--- config.mk ---
export PLATFORM = sky130hd
export DESIGN_NAME = audio_serial_config
export DESIGN_NICKNAME = d
export VERILOG_FILES = /design/src/hdl/mulaw_codec.v /design/src/hdl/audio_serial_config.v
export VERILOG_INCLUDE_DIRS = /design/src /design/src/hdl
export SDC_FILE = /design/constraint.sdc
export NUM_CORES = 1
export LEC_CHECK = 0
export BUFFER_PORTS_ARGS = -buffer_cell sky130_fd_sc_hd__clkbuf_2
export CAP_MARGIN = 10
export CORE_ASPECT_RATIO = 0.8
export CORE_MARGIN = 3
export CORE_UTILIZATION = 30
export CTS_CLUSTER_SIZE = 24
export DETAILED_ROUTE_END_ITERATION = 8
export GPL_TIMING_DRIVEN = 0
export PLACE_DENSITY = 0.42
export REMOVE_ABC_BUFFERS = 1
export SKIP_LAST_GASP = 1
export SYNTH_ARGS = -nofsm -noshare
export SYNTH_HDL_FRONTEND = slang
export SYNTH_SLANG_ARGS = --single-unit
--- constraint.sdc ---
create_clock -name sys_clk -period 8.08 [get_ports sys_clk]
set_input_delay 0.404 -clock sys_clk [delete_from_list [all_inputs] [get_ports sys_clk]]
set_output_delay 0.404 -clock sys_clk [all_outputs]
set_load 0.005 [all_outputs]
--- src/hdl/audio_serial_consts.vh ---
// Purpose : Constants for the audio serial configuration and codec block.
// Assumes : Included by bare name from the design files.
// Notes   : Definitions only, guarded against double inclusion.
`ifndef AUDIO_SERIAL_CONSTS_VH
`define AUDIO_SERIAL_CONSTS_VH

// ----------------------------------------------------------------------
// Register addresses on the 16-bit data space.
// ----------------------------------------------------------------------
`define ADDR_CONFIG_0      16'hDF40
`define ADDR_SAMPLE_LOW    16'hDF42
`define ADDR_SAMPLE_HIGH   16'hDF43

// ----------------------------------------------------------------------
// Field positions in audio_serial_config_0.
// ----------------------------------------------------------------------
`define BIT_TX_IRQ_ENABLE  7
`define BIT_RX_IRQ_ENABLE  6
`define BIT_EXPAND_ENABLE  5
`define BIT_COMPRESS_ENABLE 4
`define BIT_TX_MONO        3
`define BIT_RX_MONO        2
`define BIT_MASTER         1
`define BIT_ENABLE         0

// ----------------------------------------------------------------------
// Reset values and timing.
// ----------------------------------------------------------------------
`define CONFIG_0_RESET     8'h00
`define SAMPLE_RESET       16'h0000
`define CLK_PERIOD_NS      40
`define SCK_HALF_NS        160
`define WORD_BITS          16

// ----------------------------------------------------------------------
// Companding constants.
// ----------------------------------------------------------------------
`define MULAW_BIAS         16'h0084
`define MULAW_CLIP         16'h7F7B

`endif

--- src/hdl/mulaw_codec.v ---
// Purpose : Combinational mu-law compressor and expander.
// Assumes : 16-bit two's complement linear samples.
// Notes   : Both directions are pure logic; the caller registers results.
`timescale 1ns/100ps
`include "audio_serial_consts.vh"

module mulaw_codec (
    // Linear to compressed.
    input  wire [15:0] linear_in,
    output wire [7:0]  code_out,
    // Compressed to linear.
    input  wire [7:0]  code_in,
    output wire [15:0] linear_out
);

    // Compress one sample: biased magnitude, segment search, mantissa.
    function [7:0] compress;
        input [15:0] x;
        reg   [15:0] mag;
        reg   [2:0]  seg;
        reg   [15:0] sh;
        integer      i;
        begin
            mag = x[15] ? (~x + 16'h0001) : x;
            if (mag > `MULAW_CLIP) begin
                mag = `MULAW_CLIP;
            end
            mag = mag + `MULAW_BIAS;
            seg = 3'd0;
            for (i = 0; i < 8; i = i + 1) begin
                if (mag[i + 7]) begin
                    seg = i[2:0];
                end
            end
            // Four bits for the shift: segments five and up need 8 to 10.
            sh = mag >> ({1'b0, seg} + 4'd3);
            compress = ~{x[15], seg, sh[3:0]};
        end
    endfunction

    // Expand one code back to a 16-bit linear sample.
    function [15:0] expand;
        input [7:0] c;
        reg   [7:0]  n;
        reg   [15:0] t;
        begin
            n = ~c;
            t = ({8'h00, 1'b0, n[3:0], 3'b000} + `MULAW_BIAS) << n[6:4];
            expand = n[7] ? (`MULAW_BIAS - t) : (t - `MULAW_BIAS);
        end
    endfunction

    // Both directions are evaluated every cycle.
    assign code_out   = compress(linear_in);
    assign linear_out = expand(code_in);

endmodule // mulaw_codec

--- src/hdl/audio_serial_config.v ---
// Purpose : Audio serial port with its first configuration register,
//           the sample data registers and a mu-law codec.
// Assumes : 8-bit register port; bit clock and word select sampled on
//           sys_clk when slave; 16-bit words when master.
// Notes   : When disabled the codec serves software directly.
// Contract
// - Disabled with expansion on, a write of the high byte expands it.
// - Enabled with expansion on, each transmit byte is expanded first.
// - Disabled with compression on and expansion off, the 16-bit sample is compressed.
// - Enabled with compression on, received samples are compressed.
// - Transmit mono sends each sample in both channels, else stereo.
// - Receive mono drops right-channel words, else stereo.
// - Role bit clear makes the port slave, taking clock and select in.
// - Role bit set makes the port drive clock and select itself.
// - Enable starts serial work; clear stops it, codec stays usable.
// - A standalone conversion is readable the cycle after the write.
`timescale 1ns/100ps
`include "audio_serial_consts.vh"

module audio_serial_config (
    // Clock and reset.
    input  wire        sys_clk,
    input  wire        rst,
    // Register port.
    input  wire [15:0] reg_addr,
    input  wire [7:0]  reg_wdata,
    input  wire        reg_wr,
    input  wire        reg_rd,
    output reg  [7:0]  reg_rdata,
    // Serial pins.
    input  wire        sck_in,
    output reg         sck_out,
    output wire        sck_oe,
    input  wire        ws_in,
    output reg         ws_out,
    output wire        ws_oe,
    input  wire        sd_in,
    output reg         sd_out,
    // Interrupt requests toward the processor.
    output wire        tx_irq,
    output wire        rx_irq
);

    localparam HALF_CYCLES = `SCK_HALF_NS / `CLK_PERIOD_NS;

    // ------------------------------------------------------------------
    // Configuration and data registers
    // ------------------------------------------------------------------
    reg  [7:0]  audio_serial_config_0;
    reg  [15:0] sample;
    reg  [15:0] tx_hold;
    reg         tx_full;
    reg         rx_full;
    reg         low_written;
    reg  [15:0] tx_shift;
    reg  [15:0] rx_shift;
    reg  [4:0]  rx_count;
    reg         tx_ws;
    reg         rx_ws;
    reg  [7:0]  div_count;
    reg  [3:0]  bit_count;
    reg         sck_m;
    reg         sck_s;
    reg         sck_p;
    reg         ws_m;
    reg         ws_s;
    reg         sd_m;
    reg         sd_s;

    wire enab     = audio_serial_config_0[`BIT_ENABLE];
    wire master   = audio_serial_config_0[`BIT_MASTER];
    wire expand   = audio_serial_config_0[`BIT_EXPAND_ENABLE];
    wire compress = audio_serial_config_0[`BIT_COMPRESS_ENABLE];
    wire tx_mono  = audio_serial_config_0[`BIT_TX_MONO];
    wire rx_mono  = audio_serial_config_0[`BIT_RX_MONO];

    wire wr_cfg  = reg_wr && (reg_addr == `ADDR_CONFIG_0);
    wire wr_low  = reg_wr && (reg_addr == `ADDR_SAMPLE_LOW);
    wire wr_high = reg_wr && (reg_addr == `ADDR_SAMPLE_HIGH);
    wire rd_high = reg_rd && (reg_addr == `ADDR_SAMPLE_HIGH);

    // ------------------------------------------------------------------
    // Bit clock events
    // ------------------------------------------------------------------
    // The third stage only feeds edge detection, never the first flop.
    always @(posedge sys_clk or posedge rst) begin
        if (rst) begin
            sck_m <= 1'b0;
            sck_s <= 1'b0;
            sck_p <= 1'b0;
            ws_m  <= 1'b0;
            ws_s  <= 1'b0;
            sd_m  <= 1'b0;
            sd_s  <= 1'b0;
        end else begin
            sck_m <= sck_in;
            sck_s <= sck_m;
            sck_p <= sck_s;
            ws_m  <= ws_in;
            ws_s  <= ws_m;
            sd_m  <= sd_in;
            sd_s  <= sd_m;
        end
    end

    wire div_tick   = (div_count == HALF_CYCLES - 1);
    wire m_rise     = master && div_tick && !sck_out;
    wire m_fall     = master && div_tick && sck_out;
    wire next_ws    = (bit_count == `WORD_BITS - 1) ? ~ws_out : ws_out;
    wire s_rise     = !master && sck_s && !sck_p;
    wire s_fall     = !master && !sck_s && sck_p;
    wire rise       = enab && (m_rise || s_rise);
    wire fall       = enab && (m_fall || s_fall);
    wire ws_at_fall = master ? next_ws : ws_s;
    wire ws_at_rise = master ? ws_out : ws_s;

    // master generator
    // Clock and select are driven only while enabled as master.
    assign sck_oe = enab && master;
    assign ws_oe  = enab && master;

    always @(posedge sys_clk or posedge rst) begin
        if (rst) begin
            div_count <= 8'h00;
            bit_count <= 4'h0;
            sck_out   <= 1'b0;
            ws_out    <= 1'b0;
        end else if (!(enab && master)) begin
            div_count <= 8'h00;
            bit_count <= 4'h0;
            sck_out   <= 1'b0;
            ws_out    <= 1'b0;
        end else begin
            div_count <= div_tick ? 8'h00 : div_count + 8'h01;
            if (div_tick) begin
                sck_out <= ~sck_out;
            end
            // Select changes on a falling edge once per word.
            if (m_fall) begin
                bit_count <= bit_count + 4'h1;
                ws_out    <= next_ws;
            end
        end
    end

    // ------------------------------------------------------------------
    // Codec
    // ------------------------------------------------------------------
    wire [15:0] comp_in = enab ? rx_shift : {reg_wdata, sample[7:0]};
    wire [7:0]  exp_in  = enab ? tx_hold[15:8] : reg_wdata;
    wire [7:0]  comp_out;
    wire [15:0] exp_out;

    mulaw_codec u_codec (
        .linear_in  (comp_in),
        .code_out   (comp_out),
        .code_in    (exp_in),
        .linear_out (exp_out)
    );

    wire [15:0] tx_word = expand ? exp_out : tx_hold;

    // ------------------------------------------------------------------
    // Transmit path
    // ------------------------------------------------------------------
    // A word boundary on the falling edge loads the next word; the MSB
    // then leaves one bit clock later as the serial format expects.
    wire tx_start = fall && (ws_at_fall != tx_ws);
    wire tx_take  = tx_start && tx_full && !(tx_mono && !ws_at_fall);

    always @(posedge sys_clk or posedge rst) begin
        if (rst) begin
            tx_shift     <= `SAMPLE_RESET;
            tx_ws        <= 1'b0;
            sd_out       <= 1'b0;
        end else if (!enab) begin
            tx_shift     <= `SAMPLE_RESET;
            tx_ws        <= 1'b0;
            sd_out       <= 1'b0;
        end else if (fall) begin
            sd_out <= tx_shift[15];
            tx_ws  <= ws_at_fall;
            if (tx_start) begin
                // An empty buffer sends zeros rather than stale data.
                tx_shift     <= tx_full ? tx_word : `SAMPLE_RESET;
            end else begin
                tx_shift <= {tx_shift[14:0], 1'b0};
            end
        end
    end

    // ------------------------------------------------------------------
    // Receive path
    // ------------------------------------------------------------------
    // The first rising edge after a select change carries the last bit
    // of the previous channel; bits beyond sixteen are discarded.
    wire rx_end   = rise && (ws_at_rise != rx_ws);
    wire rx_store = rx_end && !(rx_mono && rx_ws);
    wire [15:0] rx_last = (rx_count < 5'd16) ?
                          {rx_shift[14:0], sd_s} : rx_shift;

    always @(posedge sys_clk or posedge rst) begin
        if (rst) begin
            rx_shift <= `SAMPLE_RESET;
            rx_count <= 5'd0;
            rx_ws    <= 1'b0;
        end else if (!enab) begin
            rx_shift <= `SAMPLE_RESET;
            rx_count <= 5'd0;
            rx_ws    <= 1'b0;
        end else if (rise) begin
            rx_ws <= ws_at_rise;
            if (rx_end) begin
                rx_count <= 5'd0;
                rx_shift <= `SAMPLE_RESET;
            end else if (rx_count < 5'd16) begin
                rx_shift <= {rx_shift[14:0], sd_s};
                rx_count <= rx_count + 5'd1;
            end else begin
                rx_shift <= rx_shift;
                rx_count <= rx_count;
            end
        end
    end

    // Compression of a received word needs the final bit folded in.
    wire [7:0] rx_code;
    mulaw_codec u_rx_codec (
        .linear_in  (rx_last),
        .code_out   (rx_code),
        .code_in    (8'h00),
        .linear_out ()
    );

    // ------------------------------------------------------------------
    // Register writes, data register and flags
    // ------------------------------------------------------------------
    always @(posedge sys_clk or posedge rst) begin
        if (rst) begin
            audio_serial_config_0 <= `CONFIG_0_RESET;
            sample      <= `SAMPLE_RESET;
            tx_hold     <= `SAMPLE_RESET;
            tx_full     <= 1'b0;
            rx_full     <= 1'b0;
            low_written <= 1'b0;
        end else begin
            if (wr_cfg) begin
                audio_serial_config_0 <= reg_wdata;
            end
            if (wr_low) begin
                sample[7:0] <= reg_wdata;
                low_written <= 1'b1;
            end
            // one codec enable
            // With both enables set, expansion takes priority.
            if (wr_high && !enab) begin
                if (expand) begin
                    sample <= exp_out;
                end else if (compress) begin
                    sample[15:8] <= comp_out;
                end else begin
                    sample[15:8] <= reg_wdata;
                end
                low_written <= 1'b0;
            end
            // A high write fills the transmit buffer; a stale low byte
            // is cleared so it never repeats into the next sample.
            if (wr_high && enab) begin
                sample[15:8] <= reg_wdata;
                tx_hold      <= {reg_wdata,
                                 (low_written || wr_low) ? sample[7:0] :
                                 8'h00};
                low_written  <= 1'b0;
            end
            // Buffer full flag: a new write wins over a take.
            if (wr_high && enab) begin
                tx_full <= 1'b1;
            end else if (tx_take || !enab) begin
                tx_full <= 1'b0;
            end
            if (rx_store) begin
                if (compress) begin
                    sample[15:8] <= rx_code;
                end else begin
                    sample <= rx_last;
                end
            end
            // Ready flag: an arriving word wins over the reading access.
            if (rx_store) begin
                rx_full <= 1'b1;
            end else if (rd_high || !enab) begin
                rx_full <= 1'b0;
            end
        end
    end

    assign tx_irq = audio_serial_config_0[`BIT_TX_IRQ_ENABLE] &&
                    enab && !tx_full;
    assign rx_irq = audio_serial_config_0[`BIT_RX_IRQ_ENABLE] && rx_full;

    // ------------------------------------------------------------------
    // Read data
    // ------------------------------------------------------------------
    // Unmapped addresses read as zero.
    always @(posedge sys_clk or posedge rst) begin
        if (rst) begin
            reg_rdata <= 8'h00;
        end else if (reg_rd) begin
            case (reg_addr)
                `ADDR_CONFIG_0:    reg_rdata <= audio_serial_config_0;
                `ADDR_SAMPLE_LOW:  reg_rdata <= sample[7:0];
                `ADDR_SAMPLE_HIGH: reg_rdata <= sample[15:8];
                default:           reg_rdata <= 8'h00;
            endcase
        end
    end

endmodule // audio_serial_config

==> results of run 1 <==
## registers in the layout, summed over array words and instances (netlist names), 4 cells and up
signal	count
bit_count	4
rx_count	5
audio_serial_config_0	8
sample	16
rx_shift	16
tx_shift	16
reg_rdata	8
div_count	8
tx_hold	16
## cells by family after synthesis
kind of cell             Yosys count  synth area share [%]
adder cells (fa/ha/maj)           11                  1.45
multiplexers                      89                  10.4
AND/OR/NAND/NOR                  430                  22.8
flip-flops                       112                  29.5
buffers and inverters             99                  4.18
AO/OA/AOI/OAI                    358                  26.1
XOR/XNOR                          60                  5.54
## final timing paths
check                           cells after the start  slack (ns)                                   end
worst min register to register                      0        0.36                       sck_s$_DFF_PP0_
worst max register to register                     20        1.05                sample[10]$_DFFE_PP0P_
worst min-delay path                                1        0.14                       sck_m$_DFF_PP0_
max in group asynchronous                           4        6.77  audio_serial_config_0[0]$_DFFE_PP0P_
min in group asynchronous                           3        0.52                       sck_m$_DFF_PP0_
worst max-delay path                               20        1.05                sample[10]$_DFFE_PP0P_
## layer usage
metal | vias up | global-route usage, % | share of wire (%)
met3 | 21 | 3.88 | 5.5
met1 | 4462 | 30.1 | 52
met5 | - | 0 | 0
met4 | 0 | 3.03 | 0.98
li1 | 4323 | - | -
met2 | 247 | 27.7 | 41
## cell type report
class | instances | area share [%]
multi-input cells | 948 | 61.0
flip-flops and latches | 112 | 27.2
well taps | 413 | 5.01
repair buffers | 52 | 3.06
clock buffers | 9 | 2.18
inverters | 23 | 0.886
clock inverters | 6 | 0.667
## where the power goes
part / internal, mW / total, mW / switching, mW
logic: 0.0932 / 0.258 / 0.165
registers: 0.580 / 0.602 / 0.0211
clock network: 0.242 / 0.469 / 0.227
total: 0.915 / 1.33 / 0.413
## through the flow
stage,setup WS [ns],util (%),instance area [µm²]
global route,0.487,33.5,10300
detailed placement,1.16,32.5,9990
finish,1.05,33.5,10300
CTS,1.11,33.5,10300
floorplan,2.09,-,9180
global placement,0.182,32.3,9920
## placed cells by master (no fill, tap or decap), types with 11 or more instances in the layout
cell,count
sky130_fd_sc_hd__inv_1,21
sky130_fd_sc_hd__o211ai_1,13
sky130_fd_sc_hd__nand2_1,113
sky130_fd_sc_hd__nor2_1,114
sky130_fd_sc_hd__and3_1,15
sky130_fd_sc_hd__clkbuf_2,45
sky130_fd_sc_hd__a31oi_1,22
sky130_fd_sc_hd__a21oi_1,74
sky130_fd_sc_hd__o22ai_1,17
sky130_fd_sc_hd__mux2_2,28
sky130_fd_sc_hd__ha_1,11
sky130_fd_sc_hd__dfrtp_1,110
sky130_fd_sc_hd__nand4_1,15
sky130_fd_sc_hd__a22o_1,17
sky130_fd_sc_hd__xor2_1,25
sky130_fd_sc_hd__mux2i_1,54
sky130_fd_sc_hd__nor3_1,32
sky130_fd_sc_hd__a211oi_1,22
sky130_fd_sc_hd__nand2b_1,12
sky130_fd_sc_hd__xnor2_1,35
sky130_fd_sc_hd__or3_1,14
sky130_fd_sc_hd__nand3_1,40
sky130_fd_sc_hd__o21ai_0,80
==> summary.md, run 1 <==
| Metric | Value |
|---|---|
| Yosys top cell area share | 29.5% |
| Worst Setup Start Kind | register |
| Width of the chip | 205 µm |
| Core area | 30700 µm² |
| Worst hold slack | 0.137 ns |
| Number of warnings printed during yosys synthesis | 0 |
| Average cell area after synthesis | 8.19 µm² |
| Setup TNS | 0 ns |
| Hold Fails Final Rpt | 0 |
| Total of flip-flops plus latches after synthesis | 112 |
| Number of antenna violations at the first check in global routing | 0 |
| Total grt overflow | 0 |
| Post-cts repair resize count | 0 |
| Multi-input logic area | 6290 µm² |
| Area added between synthesis and finish | 8.70% |
| Mapped cell area | 9490 µm² |
| Number of DRC violations after detailed-routing iteration 0 | 889 |
| Delay contributed by the slowest stage of the critical path | 0.96 ns |
| Most used flip-flop cell after synthesis | sky130_fd_sc_hd__dfrtp_1 |
| Antenna diode instance count | 0 |
| Critical Path Fanout Max | 42 |
| Critical path required time | 8.32 ns |
| Cell type with the largest total area after synthesis | sky130_fd_sc_hd__dfrtp_1 |
| DRT Pass-1 Iters | 6 |
| Capturing element type of the critical path | register |
| Slowest stage cell on the critical path | sky130_fd_sc_hd__dfrtp_2 |
| Final wirelength | 32.4 mm |
| Area of all sequential standard cells | 2810 µm² |
| Wire length of the first global-routing pass | 51.1 mm |
| Fill cells | 3261 |
| Initial cell density of the core | 30.9% |
| Largest cells by area after synthesis | sky130_fd_sc_hd__dfrtp_1, sky130_fd_sc_hd__mux2i_1, sky130_fd_sc_hd__nor2_1, sky130_fd_sc_hd__nand2_1, sky130_fd_sc_hd__o21ai_0 |
| CP Data Arrival Time | 7.27 ns |
| Vias in the first global route | 8323 |
| Cts hold-fix bufs | 1 |
| Proportion of register bits with asynchronous set or reset after synthesis | 100% |
| Peak VDD IR | 0.0935 mV |
| Final worst-path cycle share | 87.0% |
| Count of unresolved DRC violations after routing | 0 |
| Root buffer selected by CTS | sky130_fd_sc_hd__clkbuf_16 |
| Count of endpoints failing setup in the final report | 0 |
| Port Buffers | 45 |
| Setup skew after layout | 0.0104 ns |
| Count of antenna-violating nets left after detailed routing | 0 |
| Clock input transition at the sequential cells of the worst setup and hold paths | 0.08 ns |
| Pin count of the biggest net entering global routing | 91 |
| Leak Pwr | 4.13 nW |
| Post-detailed-route via-to-cell ratio | 5.79 |
| Kind of cell with the highest combined delay on the critical path | compound AO/OA/AOI/OAI gates |
| Buffering stage count on the worst path with inverters included | 1 |
| Count of boundary I/O pins | 46 |
| Top cells by instance count after synthesis | sky130_fd_sc_hd__nor2_1, sky130_fd_sc_hd__nand2_1, sky130_fd_sc_hd__dfrtp_1 |
| Final Slew Violations | 0 |
| Peak Freq | 142 MHz |
| Number of standard cells in the layout, taps in and fillers out | 1563 |
| Die height | 165 µm |
| Ordered cell list for the critical path | nor2b_1, a21oi_1, ha_1, nor2b_1, a32oi_1, a221oi_4, nand3_1, or2_1, o31ai_2, nand2b_1, ha_1, inv_1, or4_4, and3_1, a211o_1, nor3_1, a21oi_1, a2111oi_0, o21a_1, o32ai_2 |
| # rows | 57 |
| Max clock buf depth | 2 |
| Share of layout cells above drive strength 1 | 12.0% |
| Post-layout power | 1.33 mW |
| All-Layer GR Usage | 19.3% |
| Start point of the critical path | rx_count[4]$_DFFE_PP0P_ |
| Netlist cell types | 100 |
| Gate Count Post-Synth | 1159 |
| Final-stage net count | 1188 |
| Kind of critical path | register to register |
| Sequential area share after synthesis | 29.5% |
| Half-perimeter wire length after placement | 23.7 mm |
| Placed insts | 1545 |
| Number of buffers created by CTS | 9 |
| Count of vias placed by the detailed router | 9053 |
| Pwr/cell area | 129 nW/µm² |
| Number of max-capacitance violations reported | 0 |
| Placer's final routability congestion estimate | 0.843 |
| Actual transition at the worst max-transition pin | 1.19 ns |
| Number of buffers inserted to repair setup after CTS | 0 |
| Post-synth EDFFs | 0 |
| Level count of the clock H-tree | 3 |
| Overall die area | 33800 µm² |
| Clock tree from TritonCTS | built |
| Unrepaired setup endpoints after global routing | false |
| HP Class | input pin to register |
| Average wire length per cell after detail routing | 20.7 µm |
| Startpoint of the lowest-slack register-to-register path | rx_count[4]$_DFFE_PP0P_ |
| Post-layout min period | 7.03 ns |
| Most used standard cell by instance count after synthesis | sky130_fd_sc_hd__nor2_1 |
| Clock network latency to the later pin of the worst-skew pair | 0.37 ns |
| Tightest slew margin relative to the limit | 18.2% |
| CTS Sinks | 112 |
| Status | completed |
| Startpoint of the lowest-slack hold path | sck_in |
No activity file was read; power rests on OpenSTA's default activity.
==> inputs of run 2 (changes only) <==
==> constraint.sdc (replaced) <==
create_clock -name sys_clk -period 8.08 [get_ports sys_clk]
set_input_delay 0.808 -clock sys_clk [delete_from_list [all_inputs] [get_ports sys_clk]]
set_output_delay 0.808 -clock sys_clk [all_outputs]
set_load 0.005 [all_outputs]
==> run 2 against run 1 <==
  * Critical path depth is the same
  * Sequential share of layout area is essentially flat
  * Clock power is essentially flat
  * Utilization is essentially flat
  * Final cell count is essentially flat
  * Design area is essentially flat
  * Routed wire length is essentially flat
  * Largest cell class unchanged
==> summary.md, run 2 (synthesis gave the netlist of run 1 again) <==
| Metric | Value |
|---|---|
| Status | completed |
| Multi-input logic area | 6290 µm² |
| Clock tree from TritonCTS | built |
| Most common cell after layout, fill and taps aside | sky130_fd_sc_hd__nor2_1 |
| Cell area after placement | 9990 µm² |
| Level count of the clock H-tree | 3 |
| Vias in the first global route | 8317 |
| Count of antenna-violating nets left after detailed routing | 0 |
| Worst Setup Start Kind | register |
| DRT Pass-1 Iters | 5 |
| Fill cells | 3262 |
| Delay contributed by the slowest stage of the critical path | 0.96 ns |
| Leak Pwr | 4.12 nW |
| Cts hold-fix bufs | 0 |
| Final wirelength | 32.4 mm |
| Buffering stage count on the worst path with inverters included | 1 |
| # rows | 57 |
| Final Slew Violations | 0 |
| CTS Sinks | 112 |
| Number of buffers inserted to repair setup after CTS | 0 |
| Actual transition at the worst max-transition pin | 1.19 ns |
| Post-layout min period | 7.03 ns |
| Count of boundary I/O pins | 46 |
| Ordered cell list for the critical path | nor2b_1, a21oi_1, ha_1, nor2b_1, a32oi_1, a221oi_4, nand3_1, or2_1, o31ai_2, nand2b_1, ha_1, inv_1, or4_4, and3_1, a211o_1, nor3_1, a21oi_1, a2111oi_0, o21a_1, o32ai_2 |
| Final core utilization | 33.5% |
| Area of all sequential standard cells | 2810 µm² |
| Count of endpoints failing setup in the final report | 0 |
| Peak VDD IR | 0.0929 mV |
| Clock network latency to the later pin of the worst-skew pair | 0.37 ns |
| Top library cells by usage in the layout, fill and taps aside | sky130_fd_sc_hd__nor2_1, sky130_fd_sc_hd__nand2_1, sky130_fd_sc_hd__dfrtp_1, sky130_fd_sc_hd__o21ai_0, sky130_fd_sc_hd__a21oi_1 |
| Slowest stage cell on the critical path | sky130_fd_sc_hd__dfrtp_2 |
| Pwr/cell area | 129 nW/µm² |
| Post-route cell area | 10300 µm² |
| Antenna diode instance count | 0 |
| FF-to-FF End | sample[10]$_DFFE_PP0P_ |
| Clock input transition at the sequential cells of the worst setup and hold paths | 0.08 ns |
| Worst hold slack | 0.358 ns |
| Share of layout cells above drive strength 1 | 12.0% |
| Final-stage net count | 1187 |
| Final worst-path cycle share | 87.0% |
| Post-layout power | 1.33 mW |
| Die height | 165 µm |
| Number of buffers created by CTS | 9 |
| HP Class | register to register |
| Number of antenna violations at the first check in global routing | 0 |
| Root buffer selected by CTS | sky130_fd_sc_hd__clkbuf_16 |
| Count of vias placed by the detailed router | 9033 |
| Unrepaired setup endpoints after global routing | false |
| CP Data Arrival Time | 7.27 ns |
| Startpoint of the lowest-slack register-to-register path | rx_count[4]$_DFFE_PP0P_ |
| Setup TNS | 0 ns |
| Number of DRC violations after detailed-routing iteration 0 | 834 |
| Hold Fails Final Rpt | 0 |
| Pin count of the biggest net entering global routing | 91 |
| Start point of the critical path | rx_count[4]$_DFFE_PP0P_ |
| CP Capture Point | sample[10]$_DFFE_PP0P_ |
| Setup skew after layout | 0.0103 ns |
| Register-to-register setup slack | 1.05 ns |
| Startpoint of the lowest-slack hold path | sck_m$_DFF_PP0_ |
| Capturing element type of the critical path | register |
| Critical path required time | 8.32 ns |
| Tightest slew margin relative to the limit | 18.5% |
| Placer's final routability congestion estimate | 0.843 |
| Count of unresolved DRC violations after routing | 0 |
| Core area | 30700 µm² |
| Half-perimeter wire length after placement | 23.7 mm |
| Number of max-capacitance violations reported | 0 |
| Peak Freq | 142 MHz |
| Post-cts repair resize count | 0 |
| Average wire length per cell after detail routing | 20.7 µm |
| Kind of cell with the highest combined delay on the critical path | compound AO/OA/AOI/OAI gates |
| Kind of critical path | register to register |
| All-Layer GR Usage | 19.3% |
| Initial cell density of the core | 30.9% |
| Overall die area | 33800 µm² |
| Total grt overflow | 0 |
| Port Buffers | 45 |
| Critical Path Fanout Max | 42 |
| Reg2Reg Depth | 20 |
| Width of the chip | 205 µm |
| Max clock buf depth | 2 |
| Wire length of the first global-routing pass | 51.0 mm |
| Area added between synthesis and finish | 8.60% |
| Post-detailed-route via-to-cell ratio | 5.78 |
| CP Depth | 20 |
==> run 2: stage by stage <==
stage | setup WS [ns] | std cells
3_5_place_dp | 1.16 | 1545
2_1_floorplan | 2.09 | 1083
6_report | 1.05 | 1562
4_1_cts | 1.11 | 1560
3_3_place_gp | 0.182 | 1541
5_1_grt | 0.487 | 1562
==> run 2: how the worst min path moves through the flow <==
stage	end	slack, ns	depth (start not counted)
finish	sck_s$_DFF_PP0_	0.36	0
global route	sck_s$_DFF_PP0_	0.37	0
CTS	sd_s$_DFF_PP0_	0.36	0
detailed placement	sd_s$_DFF_PP0_	0.34	0
global placement	sd_s$_DFF_PP0_	0.34	0
floorplan	sck_s$_DFF_PP0_	0.33	0
==> run 2: report_power, final <==
part	leakage [nW]	internal, mW	switching (mW)	total [mW]
registers	1.47	0.580	0.0212	0.602
clock network	0.142	0.242	0.226	0.468
logic	2.52	0.0929	0.165	0.258
total	4.12	0.915	0.412	1.33
==> run 2: layout make-up <==
| class | count | share of cell area [%] |
|---|---|---|
| clock buffer | 9 | 2.19 |
| clock inverter | 6 | 0.668 |
| inverter | 23 | 0.887 |
| multi-input combinational | 948 | 61.0 |
| sequential | 112 | 27.3 |
| tap | 413 | 5.02 |
| timing repair buffer | 51 | 2.96 |
==> run 2: layer usage <==
layer | vias up | GRT usage (%) | share of wire, %
li1 | 4324 | - | -
met1 | 4446 | 30.1 | 52
met2 | 239 | 27.7 | 41
met3 | 24 | 3.88 | 5.5
met4 | 0 | 3.03 | 1.0
met5 | - | 0 | 0
